## src/core/meter_error_defines.svh

```systemverilog
// Register offsets, masks, reset values, timing and event codes of the error flag bank
`ifndef METER_ERROR_DEFINES_SVH
`define METER_ERROR_DEFINES_SVH

// Register byte offsets
`define REG_PRIMARY 5'h00
`define REG_LEGACY 5'h04
`define REG_GENERAL 5'h08
`define REG_FILTER 5'h0c
`define REG_DURATION 5'h10
`define REG_IRQ_STATUS 5'h14
`define REG_IRQ_CLEAR 5'h18
`define REG_IRQ_ENABLE 5'h1c

// Flag word layout
`define FLAG_WIDTH 32
`define FATAL_FAULT_MASK 32'h00000f00
`define GENERAL_LOW_MASK 32'h000000ff
`define CRITICAL_MASK 32'h00000f00
`define GENERAL_HIGH_MASK 32'h0000f000
`define WIRED_BUS_MASK 32'hffff0000
`define NO_BITS 32'h00000000

// Reset values
`define FILTER_RESET 32'hffffffff
`define DURATION_RESET 16'h03e8
`define IRQ_ENABLE_RESET 4'h0

// Timing
`define CLK_PERIOD_NS 10
`define DURATION_TICK_NS 1000000

// Interrupt status bits
`define IRQ_COUNT 4
`define IRQ_EVENT_BIT 3

// Event codes
`define EVENT_COUNT 4
`define EVT_SIGNAL_NORMAL 10'h1d0
`define EVT_PHASE_SEQ_END 10'h1d1
`define EVT_NON_LEGAL_RESTART 10'h1d2
`define EVT_ALARM_INPUT_2 10'h1d5

`endif

```

## src/core/meter_error_pkg.sv

```systemverilog
// Types shared by the error flag bank files
`default_nettype none
package meter_error_pkg;

    // Register bus request
    typedef struct packed {
        logic [4:0] addr;
        logic [31:0] wdata;
        logic wr;
        logic rd;
    } reg_req_type;

    // Flag sources of one register: pulse requests and persisting conditions
    typedef struct packed {
        logic [31:0] set;
        logic [31:0] cond;
    } flag_src_type;

    // Logged event
    typedef struct packed {
        logic valid;
        logic [9:0] code;
    } event_out_type;

    // Signal strength supervision states
    typedef enum logic [1:0] {
        STRENGTH_NORMAL = 2'b00,
        STRENGTH_LOW = 2'b01,
        STRENGTH_RECOVER = 2'b10
    } strength_state_type;

endpackage
`default_nettype wire

```

## src/core/error_flag_bank.sv

```systemverilog
// One sticky 32-bit error flag register with clear, lock and self-clear logic
`timescale 1ns/1ps
`default_nettype none
module error_flag_bank #(
    parameter int WIDTH = 32,
    parameter logic [WIDTH-1:0] SELF_CLEAR = '0,
    parameter logic [WIDTH-1:0] LOCK = '0
) (
    // Clock and reset
    input wire logic ref_clk,
    input wire logic rst_b,
    // Flag sources
    input wire logic [WIDTH-1:0] set_req,
    input wire logic [WIDTH-1:0] cond,
    input wire logic [WIDTH-1:0] report_mask,
    // Software clear
    input wire logic clear_wr,
    input wire logic [WIDTH-1:0] clear_data,
    // State
    output logic [WIDTH-1:0] flags,
    output logic new_flag
);
    logic [WIDTH-1:0] raise; // Bits asked to be set this cycle
    logic [WIDTH-1:0] clear_req; // Bits cleared by a zero write
    logic [WIDTH-1:0] auto_clear; // Self-clearing bits whose cause is gone
    logic [WIDTH-1:0] next_flags;

    // Next flag value
    always_comb begin
        raise = (set_req | cond) & report_mask;
        // Writing zero clears, writing one keeps; locked bits ignore it
        clear_req = clear_wr ? (~clear_data & ~LOCK) : '0;
        auto_clear = SELF_CLEAR & ~cond & ~LOCK;
        // Set wins over any clear in the same cycle
        next_flags = (flags & ~clear_req & ~auto_clear) | raise;
    end

    // Flag storage
    always_ff @(posedge ref_clk) begin
        if (!rst_b) begin
            flags <= '0;
        end else begin
            flags <= next_flags;
        end
    end

    // Pulse when any bit newly rises
    always_ff @(posedge ref_clk) begin
        if (!rst_b) begin
            new_flag <= 1'b0;
        end else begin
            new_flag <= |(next_flags & ~flags);
        end
    end
endmodule
`default_nettype wire

```

## src/core/strength_recovery_timer.sv

```systemverilog
// Watches link signal strength and pulses once it has recovered long enough
`timescale 1ns/1ps
`default_nettype none
`include "meter_error_defines.svh"
module strength_recovery_timer #(
    parameter int TICK_CYCLES = `DURATION_TICK_NS / `CLK_PERIOD_NS,
    parameter int DUR_WIDTH = 16
) (
    // Clock and reset
    input wire logic ref_clk,
    input wire logic rst_b,
    // Supervision input and setting
    input wire logic strength_low,
    input wire logic [DUR_WIDTH-1:0] duration,
    // Recovery pulse
    output logic recovered
);
    import meter_error_pkg::*;

    localparam int TICK_W = $clog2(TICK_CYCLES + 1);

    strength_state_type state; // Supervision state
    logic [TICK_W-1:0] tick_count; // Millisecond divider
    logic tick; // One-cycle duration tick
    logic [DUR_WIDTH-1:0] good_ms; // Time spent above threshold

    // Duration tick divider
    always_ff @(posedge ref_clk) begin
        if (!rst_b) begin
            tick_count <= '0;
            tick <= 1'b0;
        end else if (tick_count == TICK_W'(TICK_CYCLES - 1)) begin
            tick_count <= '0;
            tick <= 1'b1;
        end else begin
            tick_count <= tick_count + 1'b1;
            tick <= 1'b0;
        end
    end

    // Low, recovering and normal tracking
    always_ff @(posedge ref_clk) begin
        if (!rst_b) begin
            state <= STRENGTH_NORMAL;
            good_ms <= '0;
            recovered <= 1'b0;
        end else begin
            recovered <= 1'b0;
            case (state)
                STRENGTH_NORMAL: begin
                    // Low strength arms the recovery watch
                    if (strength_low) begin
                        state <= STRENGTH_LOW;
                    end
                end
                STRENGTH_LOW: begin
                    if (!strength_low) begin
                        state <= STRENGTH_RECOVER;
                        good_ms <= '0;
                    end
                end
                STRENGTH_RECOVER: begin
                    if (strength_low) begin
                        // Drop back, the good time restarts
                        state <= STRENGTH_LOW;
                    end else if (good_ms > duration) begin
                        state <= STRENGTH_NORMAL;
                        recovered <= 1'b1;
                    end else if (tick) begin
                        good_ms <= good_ms + 1'b1;
                    end
                end
                default: begin
                    state <= STRENGTH_NORMAL;
                end
            endcase
        end
    end
endmodule
`default_nettype wire

```

## src/core/meter_error_flag_registers.sv

```systemverilog
// Error flag register bank with event log, register port and interrupt
// Operation
// - log 464 after strength recovers long enough
// - log 465 when wrong phase sequence ends
// - log 466 on non-legal part restart
// - log 469 on second alarm input signal
// - malfunction events set their flag bit
// - each error register is 32 bits
// - bits grouped: general, critical, wired bus
// - some flags clear themselves when cause gone
// - other flags stay set until cleared
// - fatal bits 8 to 11 never clear in the first register
// - persisting condition sets the flag again
// - configurable filter may hide errors
// - three error register objects exist
// - third register flags grid monitor deviations
// - only first register strictly required
`timescale 1ns/1ps
`default_nettype none
`include "meter_error_defines.svh"
module meter_error_flag_registers #(
    parameter int TICK_CYCLES = `DURATION_TICK_NS / `CLK_PERIOD_NS,
    parameter logic [`FLAG_WIDTH-1:0] SELF_CLEAR_PRIMARY = `NO_BITS,
    parameter logic [`FLAG_WIDTH-1:0] SELF_CLEAR_LEGACY = `NO_BITS,
    parameter logic [`FLAG_WIDTH-1:0] SELF_CLEAR_GENERAL = `NO_BITS
) (
    // Clock and reset
    input wire logic ref_clk,
    input wire logic rst_b,
    // Register port
    input wire meter_error_pkg::reg_req_type bus_req,
    output logic [31:0] rd_data,
    // Flag sources: primary, legacy, general (grid monitor deviations)
    input wire meter_error_pkg::flag_src_type primary_src,
    input wire meter_error_pkg::flag_src_type legacy_src,
    input wire meter_error_pkg::flag_src_type general_src,
    // Supervision inputs on this clock
    input wire logic strength_low,
    input wire logic phase_seq_wrong,
    input wire logic non_legal_part_restart,
    // Alarm input pin, asynchronous
    input wire logic second_alarm_input_terminal,
    // Event log
    output meter_error_pkg::event_out_type event_out,
    // Interrupt
    output logic irq
);
    import meter_error_pkg::*;

    localparam int BANKS = 3;

    // Offset of each flag register
    function automatic logic [4:0] bank_offset(input int idx);
        if (idx == 0) begin
            bank_offset = `REG_PRIMARY;
        end else if (idx == 1) begin
            bank_offset = `REG_LEGACY;
        end else begin
            bank_offset = `REG_GENERAL;
        end
    endfunction

    // Event code of each pending slot
    function automatic logic [9:0] event_code(input logic [1:0] idx);
        case (idx)
            2'h0: event_code = `EVT_SIGNAL_NORMAL;
            2'h1: event_code = `EVT_PHASE_SEQ_END;
            2'h2: event_code = `EVT_NON_LEGAL_RESTART;
            default: event_code = `EVT_ALARM_INPUT_2;
        endcase
    endfunction

    flag_src_type bank_src [BANKS]; // Sources per bank
    logic [`FLAG_WIDTH-1:0] bank_flags [BANKS]; // Flag values per bank
    logic [BANKS-1:0] bank_new; // New flag pulses
    logic [BANKS-1:0] bank_wr; // Clear write per bank
    logic [31:0] report_mask; // Filter: one reports the bit
    logic [15:0] duration; // Recovery duration in ms
    logic [`IRQ_COUNT-1:0] irq_status; // Sticky interrupt causes
    logic [`IRQ_COUNT-1:0] irq_enable; // Interrupt enables
    logic [`IRQ_COUNT-1:0] irq_raise; // Causes this cycle
    logic [`IRQ_COUNT-1:0] irq_clear; // Clear request this cycle
    logic [`IRQ_COUNT-1:0] next_irq_status;
    logic alarm_meta; // Pin synchroniser, first stage
    logic alarm_sync; // Pin synchroniser, second stage
    logic alarm_prev; // Edge detector history
    logic phase_prev; // Previous phase sequence level
    logic recovered; // Strength recovery pulse
    logic [`EVENT_COUNT-1:0] event_raise; // Events this cycle
    logic [`EVENT_COUNT-1:0] event_pend; // Events waiting to be logged
    logic [`EVENT_COUNT-1:0] event_pick; // One-hot slot logged now
    logic [1:0] pick_idx; // Index of that slot
    logic [`EVENT_COUNT-1:0] next_event_pend;

    assign bank_src[0] = primary_src;
    assign bank_src[1] = legacy_src;
    assign bank_src[2] = general_src;

    // Three flag registers; fatal bits locked in the first only
    generate
        for (genvar g = 0; g < BANKS; g++) begin : g_bank
            localparam logic [`FLAG_WIDTH-1:0] LOCK_MASK =
                (g == 0) ? `FATAL_FAULT_MASK : `NO_BITS;
            localparam logic [`FLAG_WIDTH-1:0] SELF_MASK =
                (g == 0) ? SELF_CLEAR_PRIMARY :
                (g == 1) ? SELF_CLEAR_LEGACY : SELF_CLEAR_GENERAL;

            assign bank_wr[g] = bus_req.wr && (bus_req.addr == bank_offset(g));

            error_flag_bank #(
                .WIDTH(`FLAG_WIDTH),
                .SELF_CLEAR(SELF_MASK),
                .LOCK(LOCK_MASK)
            ) u_bank (
                .ref_clk(ref_clk),
                .rst_b(rst_b),
                .set_req(bank_src[g].set),
                .cond(bank_src[g].cond),
                .report_mask(report_mask),
                .clear_wr(bank_wr[g]),
                .clear_data(bus_req.wdata),
                .flags(bank_flags[g]),
                .new_flag(bank_new[g])
            );
        end
    endgenerate

    // Strength recovery supervision
    strength_recovery_timer #(
        .TICK_CYCLES(TICK_CYCLES),
        .DUR_WIDTH(16)
    ) u_strength (
        .ref_clk(ref_clk),
        .rst_b(rst_b),
        .strength_low(strength_low),
        .duration(duration),
        .recovered(recovered)
    );

    // Alarm pin synchroniser
    always_ff @(posedge ref_clk) begin
        if (!rst_b) begin
            alarm_meta <= 1'b0;
            alarm_sync <= 1'b0;
        end else begin
            alarm_meta <= second_alarm_input_terminal;
            alarm_sync <= alarm_meta;
        end
    end

    // Edge history of alarm and phase sequence
    always_ff @(posedge ref_clk) begin
        if (!rst_b) begin
            alarm_prev <= 1'b0;
            phase_prev <= 1'b0;
        end else begin
            alarm_prev <= alarm_sync;
            phase_prev <= phase_seq_wrong;
        end
    end

    // Event detection
    always_comb begin
        event_raise[0] = recovered;
        event_raise[1] = phase_prev && !phase_seq_wrong;
        event_raise[2] = non_legal_part_restart;
        event_raise[3] = alarm_sync && !alarm_prev;
    end

    // Pick the lowest pending slot
    always_comb begin
        event_pick = '0;
        pick_idx = 2'h0;
        for (int i = `EVENT_COUNT - 1; i >= 0; i--) begin
            if (event_pend[i]) begin
                event_pick = '0;
                event_pick[i] = 1'b1;
                pick_idx = 2'(i);
            end
        end
        // New events are kept even when their slot is logged now
        next_event_pend = (event_pend & ~event_pick) | event_raise;
    end

    // Pending events
    always_ff @(posedge ref_clk) begin
        if (!rst_b) begin
            event_pend <= '0;
        end else begin
            event_pend <= next_event_pend;
        end
    end

    // Event log output, one code per cycle
    always_ff @(posedge ref_clk) begin
        if (!rst_b) begin
            event_out <= '0;
        end else begin
            event_out.valid <= |event_pend;
            event_out.code <= (|event_pend) ? event_code(pick_idx) : 10'h000;
        end
    end

    // Filter and duration settings
    always_ff @(posedge ref_clk) begin
        if (!rst_b) begin
            report_mask <= `FILTER_RESET;
            duration <= `DURATION_RESET;
        end else if (bus_req.wr) begin
            if (bus_req.addr == `REG_FILTER) begin
                report_mask <= bus_req.wdata;
            end else if (bus_req.addr == `REG_DURATION) begin
                duration <= bus_req.wdata[15:0];
            end
        end
    end

    // Interrupt enable register
    always_ff @(posedge ref_clk) begin
        if (!rst_b) begin
            irq_enable <= `IRQ_ENABLE_RESET;
        end else if (bus_req.wr && bus_req.addr == `REG_IRQ_ENABLE) begin
            irq_enable <= bus_req.wdata[`IRQ_COUNT-1:0];
        end
    end

    // Interrupt status next value
    always_comb begin
        irq_raise = {(|event_raise), bank_new};
        if (bus_req.wr && bus_req.addr == `REG_IRQ_CLEAR) begin
            irq_clear = bus_req.wdata[`IRQ_COUNT-1:0];
        end else begin
            irq_clear = '0;
        end
        // A cause in the clearing cycle survives
        next_irq_status = (irq_status & ~irq_clear) | irq_raise;
    end

    // Interrupt status and output
    always_ff @(posedge ref_clk) begin
        if (!rst_b) begin
            irq_status <= '0;
            irq <= 1'b0;
        end else begin
            irq_status <= next_irq_status;
            irq <= |(next_irq_status & irq_enable);
        end
    end

    // Read data, one cycle after the strobe
    always_ff @(posedge ref_clk) begin
        if (!rst_b) begin
            rd_data <= 32'h00000000;
        end else if (bus_req.rd) begin
            if (bus_req.addr == `REG_PRIMARY) begin
                rd_data <= bank_flags[0];
            end else if (bus_req.addr == `REG_LEGACY) begin
                rd_data <= bank_flags[1];
            end else if (bus_req.addr == `REG_GENERAL) begin
                rd_data <= bank_flags[2];
            end else if (bus_req.addr == `REG_FILTER) begin
                rd_data <= report_mask;
            end else if (bus_req.addr == `REG_DURATION) begin
                rd_data <= {16'h0000, duration};
            end else if (bus_req.addr == `REG_IRQ_STATUS) begin
                rd_data <= {28'h0000000, irq_status};
            end else if (bus_req.addr == `REG_IRQ_ENABLE) begin
                rd_data <= {28'h0000000, irq_enable};
            end else begin
                // Unmapped and write-only offsets read zero
                rd_data <= 32'h00000000;
            end
        end else begin
            rd_data <= 32'h00000000;
        end
    end
endmodule
`default_nettype wire

```

## config.mk

```make
export PLATFORM = sky130hd
export DESIGN_NAME = meter_error_flag_registers
export DESIGN_NICKNAME = d
export VERILOG_FILES = /design/src/core/meter_error_pkg.sv /design/src/core/error_flag_bank.sv /design/src/core/strength_recovery_timer.sv /design/src/core/meter_error_flag_registers.sv
export VERILOG_INCLUDE_DIRS = /design/src /design/src/core
export SDC_FILE = /design/constraint.sdc
export NUM_CORES = 1
export LEC_CHECK = 0
export ABC_CLOCK_PERIOD_IN_PS = 3700
export BUFFER_PORTS_ARGS = -buffer_cell sky130_fd_sc_hd__buf_2
export CAP_MARGIN = 20
export CORE_UTILIZATION = 50
export CTS_BUF_LIST = sky130_fd_sc_hd__clkbuf_4 sky130_fd_sc_hd__clkbuf_8
export DETAILED_ROUTE_END_ITERATION = 10
export MAX_ROUTING_LAYER = met4
export PLACE_DENSITY = 0.76
export SLEW_MARGIN = 30
export SYNTH_ARGS = -nofsm -noshare
export SYNTH_HDL_FRONTEND = slang
export SYNTH_HIERARCHICAL = 1
export SYNTH_SLANG_ARGS = --single-unit
```

## constraint.sdc

```tcl
create_clock -name ref_clk -period 3.7 [get_ports ref_clk]
set_input_delay 0.925 -clock ref_clk [delete_from_list [all_inputs] [get_ports ref_clk]]
set_output_delay 0.925 -clock ref_clk [all_outputs]
set_load 0.005 [all_outputs]
```

==> qor.yml <==
floorplanning:
  start_util_pct: 50.9
  core_area_um2: 21800
  die_h_um: 151
  rows: 54
  die_area_um2: 22800
  io_pins: 281
  floorplan.die.width_um: 151
synthesis:
  synth_edf_count: 0
  synth_sequential_area_ratio_pct: 42.9
  postSynthCellCount: 1303
  synth_largest_area_cell: "sky130_fd_sc_hd__dfxtp_1"
  syn-cell-area_um2: 11100
  share_of_the_synthesized_area_in_the_top_cell_type_pct: 42.9
  synth-warning-count: 6
  count_of_unique_library_cells_instantiated_by_yosys: 64
  synthArstFlopShare_pct: 0
  ys_seq_elements: 238
  top_post_synthesis_cells_by_area: "sky130_fd_sc_hd__dfxtp_1 (43%), sky130_fd_sc_hd__o21ai_0 (9.1%), sky130_fd_sc_hd__a21boi_0 (6.0%)"
  post_synth.cell_area_avg_um2: 8.52
  postSynth.topFlopCell: "sky130_fd_sc_hd__dfxtp_1"
placement:
  routabilityCongestion: 0.924
  dpl.hpwl_um: 28100
  buffer_ports.inserted: 277
  placedCellCount: 1802
  dp_worst_setup_slack_ns: 0.833
grt:
  grt_util_all_layers_pct: 34.6
  met1_grt_util_pct: 43.7
  first_global_vias: 10730
  first_pass_grt_wire_length_um: 58100
  antenna_violations_before_repair: 1
  grt_use_met2_pct: 54.7
  met3_layer_usage_reported_by_global_route_pct: 5.78
  gr-total-overflow: 0
  grt-busiest-layer: "met2"
  grt_max_degree: 124
setup_path:
  worst_endpoint_required_time_ns: 4.12
  cp-start-kind: "flip-flop"
  worst-path-max-fanout: 14
  critical_path_arrival_ns: 3.16
  critical_path.endpoint_type: "flip-flop"
  criticalPathCategory: "flip-flop to flip-flop"
timing:
  final_worst_path_cycle_share_pct: 74.2
  max_slew.worst_pin.slew_ns: 0.824
  finalMaxSlewViolations: 0
  fin_crit_ns: 2.74
  timing.clock.skew_ns: 0.0296
  clock.fmax_mhz: 364
  relative_slew_margins_pct: 45.1
  hold_slack_ns: 0.445
  setup_viol: 0
  finalWorstSetupSlack_ns: 0.956
  grt_setup_unrepaired: "false"
  report.final.hold_viol_count: 0
  fin_setup_tns_ns: 0
job:
  max_cap_viol_count: 0
pwr:
  p_per_area_nw_per_um2: 420
  vdd_drop_max_uv: 316
  power.static_leakage_nw: 5.77
  post-layout-total-power_w: 0.00563
detailed_routing:
  wl_per_cell_um: 20.6
  vias: 11325
  detail-route-antenna-nets: 0
  via_per_inst: 6.07
  detail_route.drc_violations: 0
  drt_iter0_drc: 1149
  dr.pass1.iters: 5
  routed_wl_um: 38500
cells_and_area:
  layoutNonFillerInstCount: 1865
  layout.cells.most_common_list: "sky130_fd_sc_hd__buf_2 (276), sky130_fd_sc_hd__dfxtp_1 (238), sky130_fd_sc_hd__o21ai_0 (201)"
  area_delta_synth_final_pct: 20.7
  layout-drive-gt1-share_pct: 25.0
  fin_nets: 1819
  most_frequent_standard_cell_in_the_layout_excluding_fill_and_tap_cells: "sky130_fd_sc_hd__buf_2"
clocking:
  cts_root_buffer: "sky130_fd_sc_hd__clkbuf_8"
  cts_tree: "yes"
  clock_insertion_delay_worst_skew_ns: 0.55
  clkSinkCount: 238
  hold_buffers: 0
  cts.repair_timing.setup_buffer_count: 0
  post_cts_resized: 0
  clkTransAtPathRegs_ns: 0.06
  cts-buffers-inserted: 40
  clk_path_buf_depth: 3
  h_tree_level_count: 2
status:
  status: "finished, final reports clean"
min_path:
  hold_class: "flip-flop to flip-flop"
## final cells by class
| class | count | area, µm² |
|---|---|---|
| Fill cell | 1948 | 8410 |
| Multi-Input combinational cell | 946 | 5830 |
| Sequential cell | 238 | 4760 |
| Timing Repair Buffer | 295 | 1550 |
| Clock buffer | 59 | 724 |
| Tap cell | 280 | 350 |
| Inverter | 43 | 161 |
| Clock inverter | 3 | 20.0 |
| Antenna cell | 1 | 2.50 |
## layer usage
layer / routed length (µm) / vias up / share of wire [%]
met3: 3850 / 99 / 10
met5: 0 / - / 0
met2: 17700 / 659 / 46
met4: 1530 / 0 / 4.0
li1: - / 5271 / -
met1: 15400 / 5296 / 40
## sequential cells by signal (all words and copies together), names as in the netlist, 2 cells and up
signal	cells
g_bank.u_bank/flags	96
g_bank.u_bank/new_flag	3
event_pend	4
rd_data	32
event_out	5
duration	16
u_strength/state	2
report_mask	32
u_strength/good_ms	16
irq_status	4
u_strength/tick_count	17
irq_enable	4
## power by group
group / internal [W] / switching [W] / total, W
Sequential: 0.00267 / 0.0000844 / 0.00275
Combinational: 0.000264 / 0.000342 / 0.000606
Clock: 0.00124 / 0.00103 / 0.00227
## worst max-delay path: stages, from the launching register on
cell and delay [ns]:
sky130_fd_sc_hd__dfxtp_1 0.40, sky130_fd_sc_hd__nor2b_1 0.60, sky130_fd_sc_hd__nand3b_2 0.31, sky130_fd_sc_hd__a211oi_2 0.26, sky130_fd_sc_hd__nand3_1 0.50, sky130_fd_sc_hd__and3_1 0.39, sky130_fd_sc_hd__o21a_1 0.18
## stage by stage
stage | cell area (µm²) | util [%]
final | 13400 | 61.4
after global routing | 13400 | 61.4
after CTS | 13400 | 61.4
after detailed placement | 12700 | 58.0
after global placement | 12700 | 58.0
after floorplan | 11100 | -
## path summary, 6_finish.rpt
path	endpoint	slack (ns)	from	cells past startpoint
min reg2reg	alarm_sync	0.45	alarm_meta	1
max	u_strength/good_ms[1]	0.96	u_strength/state[1]	6
max reg2reg	u_strength/good_ms[1]	0.96	u_strength/state[1]	6
min	alarm_sync	0.45	alarm_meta	1
## synth_stat cells (3+ instances only)
cell type / instances
sky130_fd_sc_hd__mux2i_1: 4
sky130_fd_sc_hd__o221a_1: 3
sky130_fd_sc_hd__a21oi_1: 70
sky130_fd_sc_hd__o32ai_1: 4
sky130_fd_sc_hd__xnor2_1: 4
sky130_fd_sc_hd__nand2b_1: 4
sky130_fd_sc_hd__a21boi_0: 89
sky130_fd_sc_hd__and3_1: 41
sky130_fd_sc_hd__o21ai_2: 4
sky130_fd_sc_hd__nor4_2: 5
sky130_fd_sc_hd__mux4_2: 16
sky130_fd_sc_hd__buf_6: 3
sky130_fd_sc_hd__a22oi_1: 5
sky130_fd_sc_hd__nor3_1: 10
sky130_fd_sc_hd__buf_2: 14
sky130_fd_sc_hd__ha_1: 18
sky130_fd_sc_hd__nor3b_1: 13
sky130_fd_sc_hd__nand4_1: 12
sky130_fd_sc_hd__nand3b_1: 3
sky130_fd_sc_hd__nor2b_1: 5
sky130_fd_sc_hd__o22ai_1: 55
sky130_fd_sc_hd__dfxtp_1: 238
sky130_fd_sc_hd__inv_1: 42
sky130_fd_sc_hd__clkbuf_1: 47
sky130_fd_sc_hd__a21boi_1: 26
sky130_fd_sc_hd__nor2_1: 54
sky130_fd_sc_hd__o21a_1: 9
sky130_fd_sc_hd__o21ai_0: 201
sky130_fd_sc_hd__nand2_1: 134
sky130_fd_sc_hd__o211ai_1: 18
sky130_fd_sc_hd__xor2_1: 11
sky130_fd_sc_hd__a31oi_1: 6
sky130_fd_sc_hd__and2_1: 8
sky130_fd_sc_hd__a311oi_1: 4
sky130_fd_sc_hd__nand3_1: 42
sky130_fd_sc_hd__o21ai_1: 34
sky130_fd_sc_hd__and4_1: 3
sky130_fd_sc_hd__buf_4: 10
## logic make-up after synthesis
| family | synth area share (%) |
|---|---|
| AO/OA/AOI/OAI | 29.3 |
| XOR/XNOR | 1.18 |
| adder cells (fa/ha/maj) | 2.03 |
| buffers and inverters | 4.81 |
| flip-flops | 42.9 |
| multiplexers | 3.60 |
| other | 0.0338 |
| AND/OR/NAND/NOR | 16.2 |
Power figures use the tool's default switching activity.
